[config.mk]
export PLATFORM = sky130hd
export DESIGN_NAME = rc_shot_counter_top
export DESIGN_NICKNAME = d
export VERILOG_FILES = /design/src/rc_pkg.sv /design/src/rc_interval_timer.sv /design/src/rc_shot_counter_top.sv
export SDC_FILE = /design/constraint.sdc
export NUM_CORES = 1
export LEC_CHECK = 0
export CORE_MARGIN = 3
export CORE_UTILIZATION = 33
export CTS_BUF_LIST = sky130_fd_sc_hd__clkbuf_4 sky130_fd_sc_hd__clkbuf_8 sky130_fd_sc_hd__clkbuf_16
export CTS_CLUSTER_SIZE = 25
export DETAILED_ROUTE_END_ITERATION = 16
export DONT_BUFFER_PORTS = 1
export SLEW_MARGIN = 20
export SYNTH_ARGS = -nofsm -noshare
export SYNTH_HDL_FRONTEND = slang
export SYNTH_HIERARCHICAL = 1
export SYNTH_SLANG_ARGS = --single-unit
[constraint.sdc]
create_clock -name sys_clk -period 4.65 [get_ports sys_clk]
set_clock_uncertainty 0.2 [all_clocks]
set_input_delay 0.465 -clock sys_clk [delete_from_list [all_inputs] [get_ports sys_clk]]
set_output_delay 0.465 -clock sys_clk [all_outputs]
set_load 0.05 [all_outputs]
[src/rc_pkg.sv]
package rc_pkg;

  // register byte offsets
  localparam logic [7:0] RC_OFS_CTRL     = 8'h00;
  localparam logic [7:0] RC_OFS_OI1      = 8'h04;
  localparam logic [7:0] RC_OFS_OI4      = 8'h10;
  localparam logic [7:0] RC_OFS_RSD      = 8'h14;
  localparam logic [7:0] RC_OFS_RSLD     = 8'h18;
  localparam logic [7:0] RC_OFS_STATUS   = 8'h1c;
  localparam logic [7:0] RC_OFS_INT_STAT = 8'h20;
  localparam logic [7:0] RC_OFS_INT_MASK = 8'h24;

  // timer widths and reset values (counts of processing clocks)
  localparam int              RC_TW       = 24;
  localparam logic [RC_TW-1:0] RC_OI_RST   = 24'h000000;
  localparam logic [RC_TW-1:0] RC_RSD_RST  = 24'h000000;
  localparam logic [RC_TW-1:0] RC_RSLD_RST = 24'h000000;

  // control register
  localparam int         RC_CTRL_EN_BIT = 0;
  localparam logic [0:0] RC_CTRL_RST    = 1'h1;

  // event bits, shared by int status and int mask
  localparam int         RC_EV_W       = 4;
  localparam int         RC_EV_INIT    = 0;
  localparam int         RC_EV_LOCKOUT = 1;
  localparam int         RC_EV_CLOSE   = 2;
  localparam int         RC_EV_RESET   = 3;
  localparam logic [3:0] RC_EV_RST     = 4'h0;

  // status register fields
  localparam int RC_SF_SHOT_LSB = 0;
  localparam int RC_SF_LAST_LSB = 4;
  localparam int RC_SF_CY_BIT   = 8;
  localparam int RC_SF_LO_BIT   = 9;
  localparam int RC_SF_CLS_BIT  = 10;
  localparam int RC_SF_OPT_BIT  = 11;
  localparam int RC_SF_RST_BIT  = 12;

  localparam logic [2:0] RC_SHOT_MAX = 3'h4;

  typedef enum logic [2:0] {
    RC_ST_RESET   = 3'b001,
    RC_ST_CYCLE   = 3'b010,
    RC_ST_LOCKOUT = 3'b100
  } rc_state_e;

  typedef struct packed {
    logic reclose_initiate_cond;
    logic reclose_initiate_supervise;
    logic breaker_closed_status;
    logic close_unlatch_cond;
  } rc_line_s;

endpackage

[src/rc_interval_timer.sv]
module rc_interval_timer
  import rc_pkg::*;
#(
  parameter int W = 24
) (
  // clock and reset
  input  wire logic         sys_clk,
  input  wire logic         rst,
  // control
  input  wire logic         start,
  input  wire logic         abort,
  input  wire logic [W-1:0] load,
  // state
  output logic              busy_q,
  output logic              done_q,
  output logic [W-1:0]      count_q
);

  always_ff @(posedge sys_clk) begin
    if (rst) begin
      busy_q  <= 1'b0;
      done_q  <= 1'b0;
      count_q <= '0;
    end else begin
      done_q <= 1'b0;
      if (abort) begin
        busy_q <= 1'b0;
      end else if (start) begin
        count_q <= load;
        busy_q  <= 1'b1;
      end else if (busy_q) begin
        if (count_q <= {{(W-1){1'b0}}, 1'b1}) begin
          busy_q <= 1'b0;
          done_q <= 1'b1;
        end else begin
          count_q <= count_q - {{(W-1){1'b0}}, 1'b1};
        end
      end
    end
  end

endmodule

[src/rc_shot_counter_top.sv]
// Function
// - shot stays zero during first open interval; each interval expiry adds one
// - shot never advances past the computed last-shot value
// - shot clears to zero whenever the sequencer re-enters reset
// - five one-hot shot flags, only the current shot's flag high
// - initiate acts only on its zero-to-one transition
// - rising initiate starts open-interval timing only if supervision is high then
// - rising initiate with supervision low sends the sequencer straight to lockout
// - reclose-cycle flag low at first trip, high during later trips
// - with unlatch condition low, close stays on until breaker reports closed
// - zero interval disables it and all after; last shot counts leading nonzero ones
// - open intervals run one after another, each after the previous reclose fails
module rc_shot_counter_top
  import rc_pkg::*;
(
  // clock and reset
  input  wire logic        sys_clk,
  input  wire logic        rst,
  // ahb-lite slave
  input  wire logic        hsel,
  input  wire logic [31:0] haddr,
  input  wire logic [1:0]  htrans,
  input  wire logic        hwrite,
  input  wire logic [2:0]  hsize,
  input  wire logic [31:0] hwdata,
  input  wire logic        hready,
  output logic             hreadyout,
  output logic [31:0]      hrdata,
  output logic             hresp,
  // breaker and trip logic conditions
  input  wire rc_line_s    line_in,
  // shot indication
  output logic             shot_zero_flag,
  output logic             shot_one_flag,
  output logic             shot_two_flag,
  output logic             shot_three_flag,
  output logic             shot_four_flag,
  // sequencer outputs
  output logic             close_cmd,
  output logic             reclose_cycle_flag,
  output logic             lockout_flag,
  output logic             open_timing_flag,
  output logic             irq
);

  ////////////////////////////////////////////////////////////////////////////////
  // registers

  logic [0:0]         ctrl_q;
  logic [RC_TW-1:0]   oi_q [4];
  logic [RC_TW-1:0]   rsd_q;
  logic [RC_TW-1:0]   rsld_q;
  logic [RC_EV_W-1:0] int_stat_q;
  logic [RC_EV_W-1:0] int_mask_q;
  logic [RC_EV_W-1:0] int_stat_d;
  logic               irq_q;
  logic               wr_pend_q;
  logic [7:0]         wr_addr_q;
  logic [31:0]        hrdata_q;
  logic               hreadyout_q;
  logic               hresp_q;
  rc_state_e          state_q;
  rc_state_e          state_d;
  logic [2:0]         shot_q;
  logic [2:0]         shot_d;
  logic [4:0]         shot_hot_q;
  logic               close_q;
  logic               close_d;
  logic               cy_q;
  logic               lo_q;
  logic               init_prev_q;

  ////////////////////////////////////////////////////////////////////////////////
  // bus decode

  wire        ahb_go   = hsel & htrans[1] & hready;
  wire [7:0]  ra       = haddr[7:0];
  wire        wr_ctrl  = wr_pend_q & (wr_addr_q == RC_OFS_CTRL);
  wire        wr_oi    = wr_pend_q & (wr_addr_q >= RC_OFS_OI1) & (wr_addr_q <= RC_OFS_OI4);
  wire [7:0]  wr_oi_of = wr_addr_q - RC_OFS_OI1;
  wire [1:0]  wr_oi_ix = wr_oi_of[3:2];
  wire        wr_rsd   = wr_pend_q & (wr_addr_q == RC_OFS_RSD);
  wire        wr_rsld  = wr_pend_q & (wr_addr_q == RC_OFS_RSLD);
  wire        wr_istat = wr_pend_q & (wr_addr_q == RC_OFS_INT_STAT);
  wire        wr_imask = wr_pend_q & (wr_addr_q == RC_OFS_INT_MASK);
  wire        rd_oi    = (ra >= RC_OFS_OI1) & (ra <= RC_OFS_OI4);
  wire [7:0]  rd_oi_of = ra - RC_OFS_OI1;
  wire [1:0]  rd_oi_ix = rd_oi_of[3:2];

  ////////////////////////////////////////////////////////////////////////////////
  // sequencer decode

  wire        brk      = line_in.breaker_closed_status;
  wire        sup      = line_in.reclose_initiate_supervise;
  wire        enabled  = ctrl_q[RC_CTRL_EN_BIT];
  wire        init_rise = line_in.reclose_initiate_cond & ~init_prev_q;
  wire        in_reset = (state_q == RC_ST_RESET);
  wire        in_cycle = (state_q == RC_ST_CYCLE);
  wire        in_lo    = (state_q == RC_ST_LOCKOUT);

  // last shot: nonzero intervals ahead of the first zero one
  wire [2:0]  last_shot = (oi_q[0] == '0) ? 3'h0 :
                          (oi_q[1] == '0) ? 3'h1 :
                          (oi_q[2] == '0) ? 3'h2 :
                          (oi_q[3] == '0) ? 3'h3 : RC_SHOT_MAX;

  logic             oi_busy;
  logic             oi_done;
  logic [RC_TW-1:0] oi_cnt;
  logic             rs_busy;
  logic             rs_done;
  logic [RC_TW-1:0] rs_cnt;

  // a trip during timing is not a fresh initiation; only a failed reclose is
  wire        shots_left = in_cycle ? (shot_q < last_shot) : (last_shot != 3'h0);
  wire        accept   = init_rise & sup & enabled & ~in_lo & ~oi_busy & shots_left;
  wire        refuse_lo = init_rise & enabled & ~in_lo &
                          (~sup | (in_cycle & ~oi_busy & ~shots_left));
  wire [1:0]  oi_sel   = shot_q[1:0];
  wire        rs_start = ~in_reset & brk & ~oi_busy & ~rs_busy & ~rs_done &
                         ~init_rise;
  wire        rs_abort = ~brk | init_rise;
  wire [RC_TW-1:0] rs_load = in_lo ? rsld_q : rsd_q;

  wire [RC_EV_W-1:0] events = {rs_done, oi_done, refuse_lo, accept};

  ////////////////////////////////////////////////////////////////////////////////
  // timers

  rc_interval_timer #(.W(RC_TW)) u_open_timer (
    .sys_clk (sys_clk),
    .rst     (rst),
    .start   (accept),
    .abort   (refuse_lo),
    .load    (oi_q[oi_sel]),
    .busy_q  (oi_busy),
    .done_q  (oi_done),
    .count_q (oi_cnt)
  );

  rc_interval_timer #(.W(RC_TW)) u_reset_timer (
    .sys_clk (sys_clk),
    .rst     (rst),
    .start   (rs_start),
    .abort   (rs_abort),
    .load    (rs_load),
    .busy_q  (rs_busy),
    .done_q  (rs_done),
    .count_q (rs_cnt)
  );

  ////////////////////////////////////////////////////////////////////////////////
  // next state

  always_comb begin
    state_d = state_q;
    if (refuse_lo) begin
      state_d = RC_ST_LOCKOUT;
    end else if (accept) begin
      state_d = RC_ST_CYCLE;
    end else if (rs_done) begin
      state_d = RC_ST_RESET;
    end
  end

  always_comb begin
    case (state_d)
      RC_ST_RESET: begin
        shot_d = 3'h0;
      end
      RC_ST_CYCLE, RC_ST_LOCKOUT: begin
        if (oi_done && (shot_q < last_shot)) begin
          shot_d = shot_q + 3'h1;
        end else begin
          shot_d = shot_q;
        end
      end
      default: begin
        shot_d = 3'h0;
      end
    endcase
  end

  // close latched until breaker closed unless unlatch condition is up
  assign close_d = oi_done | (close_q & ~brk & ~line_in.close_unlatch_cond);

  assign int_stat_d = (int_stat_q & ~({RC_EV_W{wr_istat}} & hwdata[RC_EV_W-1:0])) | events;

  ////////////////////////////////////////////////////////////////////////////////
  // sequencer flops

  always_ff @(posedge sys_clk) begin
    if (rst) begin
      state_q     <= RC_ST_RESET;
      shot_q      <= 3'h0;
      shot_hot_q  <= 5'h01;
      close_q     <= 1'b0;
      cy_q        <= 1'b0;
      lo_q        <= 1'b0;
      init_prev_q <= 1'b0;
    end else begin
      state_q     <= state_d;
      shot_q      <= shot_d;
      shot_hot_q  <= 5'(5'h01 << shot_d);
      close_q     <= close_d;
      cy_q        <= (state_d == RC_ST_CYCLE);
      lo_q        <= (state_d == RC_ST_LOCKOUT);
      init_prev_q <= line_in.reclose_initiate_cond;
    end
  end

  ////////////////////////////////////////////////////////////////////////////////
  // register flops

  always_ff @(posedge sys_clk) begin
    if (rst) begin
      ctrl_q     <= RC_CTRL_RST;
      rsd_q      <= RC_RSD_RST;
      rsld_q     <= RC_RSLD_RST;
      int_stat_q <= RC_EV_RST;
      int_mask_q <= RC_EV_RST;
      irq_q      <= 1'b0;
      for (int i = 0; i < 4; i++) begin
        oi_q[i] <= RC_OI_RST;
      end
    end else begin
      if (wr_ctrl) ctrl_q <= hwdata[0:0];
      if (wr_oi) oi_q[wr_oi_ix] <= hwdata[RC_TW-1:0];
      if (wr_rsd) rsd_q <= hwdata[RC_TW-1:0];
      if (wr_rsld) rsld_q <= hwdata[RC_TW-1:0];
      if (wr_imask) int_mask_q <= hwdata[RC_EV_W-1:0];
      int_stat_q <= int_stat_d;
      irq_q      <= |(int_stat_d & int_mask_q);
    end
  end

  ////////////////////////////////////////////////////////////////////////////////
  // bus slave

  wire [31:0] status_word = (32'h0000_0000
                            | (32'(shot_q) << RC_SF_SHOT_LSB)
                            | (32'(last_shot) << RC_SF_LAST_LSB)
                            | (32'(cy_q) << RC_SF_CY_BIT)
                            | (32'(lo_q) << RC_SF_LO_BIT)
                            | (32'(close_q) << RC_SF_CLS_BIT)
                            | (32'(oi_busy) << RC_SF_OPT_BIT)
                            | (32'(rs_busy) << RC_SF_RST_BIT));

  wire [31:0] rd_word = (ra == RC_OFS_CTRL)     ? 32'(ctrl_q) :
                        rd_oi                   ? 32'(oi_q[rd_oi_ix]) :
                        (ra == RC_OFS_RSD)      ? 32'(rsd_q) :
                        (ra == RC_OFS_RSLD)     ? 32'(rsld_q) :
                        (ra == RC_OFS_STATUS)   ? status_word :
                        (ra == RC_OFS_INT_STAT) ? 32'(int_stat_q) :
                        (ra == RC_OFS_INT_MASK) ? 32'(int_mask_q) : 32'h0000_0000;

  always_ff @(posedge sys_clk) begin
    if (rst) begin
      wr_pend_q   <= 1'b0;
      wr_addr_q   <= 8'h00;
      hrdata_q    <= 32'h0000_0000;
      hreadyout_q <= 1'b0;
      hresp_q     <= 1'b0;
    end else begin
      wr_pend_q   <= ahb_go & hwrite;
      wr_addr_q   <= ra;
      hreadyout_q <= 1'b1;
      hresp_q     <= 1'b0;
      if (ahb_go && !hwrite) hrdata_q <= rd_word;
    end
  end

  ////////////////////////////////////////////////////////////////////////////////
  // outputs

  assign hreadyout          = hreadyout_q;
  assign hrdata             = hrdata_q;
  assign hresp              = hresp_q;
  assign shot_zero_flag     = shot_hot_q[0];
  assign shot_one_flag      = shot_hot_q[1];
  assign shot_two_flag      = shot_hot_q[2];
  assign shot_three_flag    = shot_hot_q[3];
  assign shot_four_flag     = shot_hot_q[4];
  assign close_cmd          = close_q;
  assign reclose_cycle_flag = cy_q;
  assign lockout_flag       = lo_q;
  assign open_timing_flag   = oi_busy;
  assign irq                = irq_q;
endmodule

==> Yosys cells after proc, flatten, opt, wreduce, memory -nomap -nowiden <==
Memories as Yosys holds them, arrays and structs flattened. A register that Yosys moved wholly into a read port is not among the register bits.
Index checks and enable logic that the tools add are counted.
{ "totals": {"regBits": 167, "mem_bits_rw": 96, "mem_count": 1} }
{ "op_classes": {"add_sub_neg": 5, "order_cmp": 7, "eq_ne": 16, "shifts": 1, "n_mux": 42, "bitwise_logic": 56, "reduce_logical": 21} }
{ "memory_table": {"columns": ["name", "depth", "width", "rd", "rd_ports_with_merged_regs", "wr", "line", "text"], "rows": [
  ["oi_q", 4, 24, 6, 1, 4, "rc_shot_counter_top.sv:50", "logic [RC_TW-1:0] oi_q [4];"]
]} }
{ "ops": {"columns": ["operator", "count"], "rows": [
  ["2-to-1 mux 24 bit", 12],
  ["logical NOT 24 bit", 4],
  ["<= comparator 24 x 1 -> 1 bit (second input constant)", 2],
  ["subtractor 24 x 1 -> 24 bit (second input constant)", 2],
  ["== test 8 x 5 -> 1 bit (second input constant)", 5],
  ["== test 8 x 6 -> 1 bit (second input constant)", 4],
  ["AND 1 bit", 29],
  ["2-to-1 mux 3 bit", 9],
  ["OR reduction 24 bit", 1],
  ["greater-or-equal comparator 8 x 3 -> 1 bit (second input constant)", 2],
  ["<= comparator 8 x 5 -> 1 bit (second input constant)", 2],
  ["logical NOT 8 bit", 2],
  ["2-to-1 mux 1 bit", 16],
  ["2-to-1 mux 13 bit", 1],
  ["inverter 1 bit", 13],
  ["bitwise OR 12 x 13 -> 13 bit", 1],
  ["AND 4 bit", 3],
  ["bitwise OR 11 x 12 -> 12 bit", 1],
  ["OR reduction 4 bit", 3],
  ["bitwise OR 10 x 11 -> 11 bit", 1],
  ["bitwise OR 9 x 10 -> 10 bit", 1],
  ["bitwise OR 7 x 9 -> 9 bit", 1],
  ["2-to-1 mux 4 bit", 2],
  ["subtractor 4 x 3 -> 4 bit (second input constant)", 2],
  ["18 further kinds", 29]
]} }

==> Logic depth before layout (Yosys ltp) <==
An unclocked memory read counts as a cell.
{ "depth": {"ltp_word": 17, "depth_mapped": 20, "mapped_depth_nobuf": 17} }

==> Cells and area by module <==
Netlist, hierarchy kept.
{ "modules_own_cells": {"columns": ["module", "n_inst", "cells_per_inst", "area_per_inst_um2", "seq_area_each_um2"], "rows": [
  ["rc_shot_counter_top", 1, 951, 10146.0, 5024.8],
  ["rc_interval_timer", 2, 231, 1669.1, 520.5]
]} }

==> Worst setup path before layout <==
OpenSTA, ideal clock, no wires.
{ "synth_path": {"path_kind": "reg2reg", "start": "memory oi_q[3][11]", "end": "register u_open_timer.count_q[16]", "t_arrival_ns": 3.706, "path_slack_ns": 0.628, "stages_incl_launch_ff": 20, "n_path_buf": 3, "synth_period_minus_slack_ns": 4.022, "cell_sequence": "edfxtp_1 > or4_4 > nor2_4 > and2_1 > o21ai_0 > ha_1 > o21a_1 > nor2_1 > nor2_1 > a2111oi_1 > o21ai_2 > inv_1 > clkbuf_1 > nor2_1 > o211ai_1 > o31a_1 > buf_2 > buf_2 > a21oi_1 > a31o_1"} }
{ "synth_lines": {"columns": ["item", "line", "text"], "rows": [
  ["from (decl)", "rc_shot_counter_top.sv:50", null],
  ["to (signal assigned)", "rc_interval_timer.sv:29", "count_q <= load;"],
  ["to (signal assigned)", "rc_interval_timer.sv:36", "count_q <= count_q - {{(W-1){1'b0}}, 1'b1};"],
  ["to (decl)", "rc_interval_timer.sv:16", "output logic [W-1:0] count_q"]
]} }

==> results.md <==
- Post-synth top area share: 23.61%
- Area share of fa/ha/maj cells after synthesis: 1.392%
- DR pass1 iterations: 5
- Slowest cell on crit path: nor4_1
- Post-route DRC: 0
- Post-Syn Area: 13480 µm²
- Placed insts: 1882
- Post-synthesis instance total: 1413
- Critical Path AT: 4.57 ns
- Number of antenna violations at the first check in global routing: 1
- Layout Utilization: 38.72%
- Startpoint Class: flip-flop
- Power after layout: 7.235 mW
- Post-place setup slack: 0.3867 ns
- Cell with the most instances after synthesis: nand2_1
- Critical Path Start: oi_q[3][7]
- Max Used Layer: met4
- WHS: 0.04373 ns
- Synth Area in XOR/XNOR: 0.1299%
- Clock transition at the registers of the reported paths: 0.06 ns
- RSZ-0062 raised after global routing: no
- Worst EP required: 4.90 ns
- Pwr Density: 467.0 nW/µm²
- Final net count: 1518
- Mean Syn Cell Area: 9.543 µm²
- Critical path endpoint: u_open_timer/count_q[20]
- Comb power frac: 31.2%
- CTS tree: yes
- Largest family of logic cells by synthesized area: simple AND/OR/NAND/NOR gates
- Slew Viols, Final: 0
- ANT nets after route: 0
- Cell mode on critical path: nor2_1
- Via count: 11230
- Area after DPL: 14110 µm²
- Sequential fraction of the synthesis area: 44.98%
- Total CTS buffers: 28
- Status: finished clean
- Critical path endpoint category: flip-flop
- M1 wire length: 17.48 mm
- Cts repair resizes: 0
- Setup CP Type: flip-flop to flip-flop
- DR WL/cell: 21.12 µm
- Clock Power Share: 32.5%
- Distinct cells, synth: 79
- Total Routing Usage GR: 18.57%
- Post-synth top cells: 219 x nand2_1, 159 x dfxtp_1, 117 x a21oi_1
- Core area: 40010 µm²
- Number of H-tree levels: 1
- Layout cell share with drive strength beyond 1: 14.24%
- WL met3: 2.845 mm
- Final Hold Fails: 0
- CTS sink cnt: 255
- Hold buffer count at CTS: 38
- Sw power: 2.450 mW
- Final Wtd Congestion: 0.9168
- Worst-path cell chain: nor4_1, and4_1, and2_1, o21ai_0, ha_1, o21a_1, nor2_1, nor2_1, a2111oi_1, o21ai_2, clkinv_1, nor2_1, o211ai_1, buf_4, o31ai_2, buf_4, nor2_1, a32o_1
- Register-to-Register Path Depth: 18
- Worst-Skew Late Latency: 0.56 ns
- Worst setup margin: 0.3308 ns
- Syn-to-layout area delta: 14.88%
- # IOs: 122
- Die Area: 43320 µm²
- Top_reg_cell synth: dfxtp_1
- Measured slew at the worst slew-check pin: 1.119 ns
- Final Cycle Share: 92.89%
- Vias in the first global route: 10820
- Post-synthesis mux area share: 10.42%
- Switching part of the total: 33.86%
- Synthesis Warnings: 6
- Final min period: 4.319 ns
- FFs w/ async S/R, synth: 0%
- # rows: 73
- Postcts setup bufs: 0
- Dpl hpwl: 28.69 mm
- Post-synth EDFFs: 96
- Slowest stage delay, CP: 0.52 ns
- Root buf cell: clkbuf_16
- Via/cell ratio: 5.694
- Total Negative Setup Slacks: 0 ns
- First-pass GRT wire length: 64.53 mm
- Sequential power share: 36.3%
- Internal power: 4.785 mW
- Final std cells w/o fill: 1972
- Max-cap violations: 0
- Worst r2r src: oi_q[3][7]
- Final setup vio count: 0
- Hold WC Path Type: input port to flip-flop
- Post-Route WL: 41.64 mm
- CP delay by family, top: simple AND/OR/NAND/NOR gates
- Synth area leaders: dfxtp_1 24%, edfxtp_1 21%, mux4_2 7.9%, nand2_1 6.1%, a21oi_1 4.3%
- Die width: 208.1 µm
- Crit path buf inv count: 3
- Port Buffer Count: 0
- Largest net degree at the start of global routing: 128
- Fmax: 231.5 MHz
- DR WL met2: 20.21 mm
- R2R Setup Slk: 0.33 ns
- Post-synthesis simple-gate area fraction: 21.36%
- Flops & latches, synth: 255
- Static leakage: 5.590 nW
- Crit path depth: 18
- Slew headroom: 25.17%
- Finished Cell Area: 15490 µm²
- N_diodes: 0
- Critical R2R Capture: u_open_timer/count_q[20]
- CTS max path bufs: 3
- Worst vdd ir: 346.1 µV
- Height of the die: 208.1 µm
- Detailed Route Iter0 Violations: 1148
- CP Max Fanout: 12
- Total gr overflow: 0
- Synth area leader: dfxtp_1
- Starting Density: 33.71%
- Compound-gate portion of the synthesized area: 17.36%
[flip-flops by register name (all words and copies together) (netlist names), 3 cells and up]
name,cells
wr_addr_q,8
int_mask_q,4
shot_q,3
shot_hot_q,5
state_q,3
rsld_q,24
u_reset_timer/count_q,24
u_open_timer/count_q,24
oi_q,96
rsd_q,24
hrdata,24
int_stat_q,4
[worst reg2reg max path: cells and delay by family, from the launching register on]
kind                     cells  cell delay (ns)
AND/OR/NAND/NOR              7             1.43
AO/OA/AOI/OAI                7             1.13
flip-flops                   1             0.46
adder cells (fa/ha/maj)      1             0.34
buffers and inverters        3             0.64
[kinds of logic after synthesis]
group | after synthesis
AOI/OAI and AO/OA | 359
xor gates and xnor gates | 2
adders and majority gates | 15
buffers and inverters | 135
DFF | 255
muxes | 77
other | 1
and+or+nand+nor | 569
[cell type report]
cell class	instances	area (µm²)
Multi-Input combinational cell	1031	6919
Fill cell	3946	24510
Clock buffer	39	837.1
Clock inverter	13	140.1
Tap cell	525	656.9
Inverter	26	97.59
Timing Repair Buffer	83	773.2
Sequential cell	255	6067
[worst min-delay path by stage]
| stage | start | endpoint | slack [ns] | cells past startpoint |
|---|---|---|---|---|
| after floorplan | u_reset_timer/busy_q | u_reset_timer/done_q | 0.24 | 2 |
| after global placement | rsld_q[22] | rsld_q[22] | 0.25 | 2 |
| after detailed placement | rsld_q[0] | rsld_q[0] | 0.26 | 2 |
| after CTS | rst | u_reset_timer/count_q[23] | 0.02 | 2 |
| after global routing | rst | u_reset_timer/count_q[21] | 0.04 | 2 |
| final | rst | u_reset_timer/count_q[21] | 0.04 | 2 |
[per-layer routing]
metal,vias up,track usage (%)
li1,5210,-
met1,5525,24.76
met2,420,31.42
met3,73,2.759
met4,0,5.417
met5,-,0
[power by group through the flow]
stage | logic, mW | clock network (mW) | registers [mW]
after floorplan | 1.72 | 0 | 2.63
after global placement | 2.14 | 0 | 2.67
after detailed placement | 2.16 | 0 | 2.67
after CTS | 2.24 | 2.39 | 2.62
after global routing | 2.48 | 2.47 | 2.65
final | 2.26 | 2.35 | 2.63
[cells in the final DEF (no fill, tap or decap), types with 7 or more instances in the layout]
cell type	count
a22oi_1	31
nor3_1	13
a211oi_1	7
o31ai_1	23
dlygate4sd3_1	37
edfxtp_1	96
nor2b_1	10
nor2_1	97
inv_1	22
and3_1	36
nand3_1	18
mux2_2	24
clkinv_2	7
clkbuf_16	30
nand4_1	7
o21ai_0	76
ha_1	15
buf_4	42
o41ai_1	13
conb_1	9
mux4_2	47
dfxtp_1	158
and2_1	79
nor4_1	33
a21oi_1	116
a31oi_1	7
o21a_1	13
nand2_1	219
Note: power is estimated with default switching activity, not from simulation.
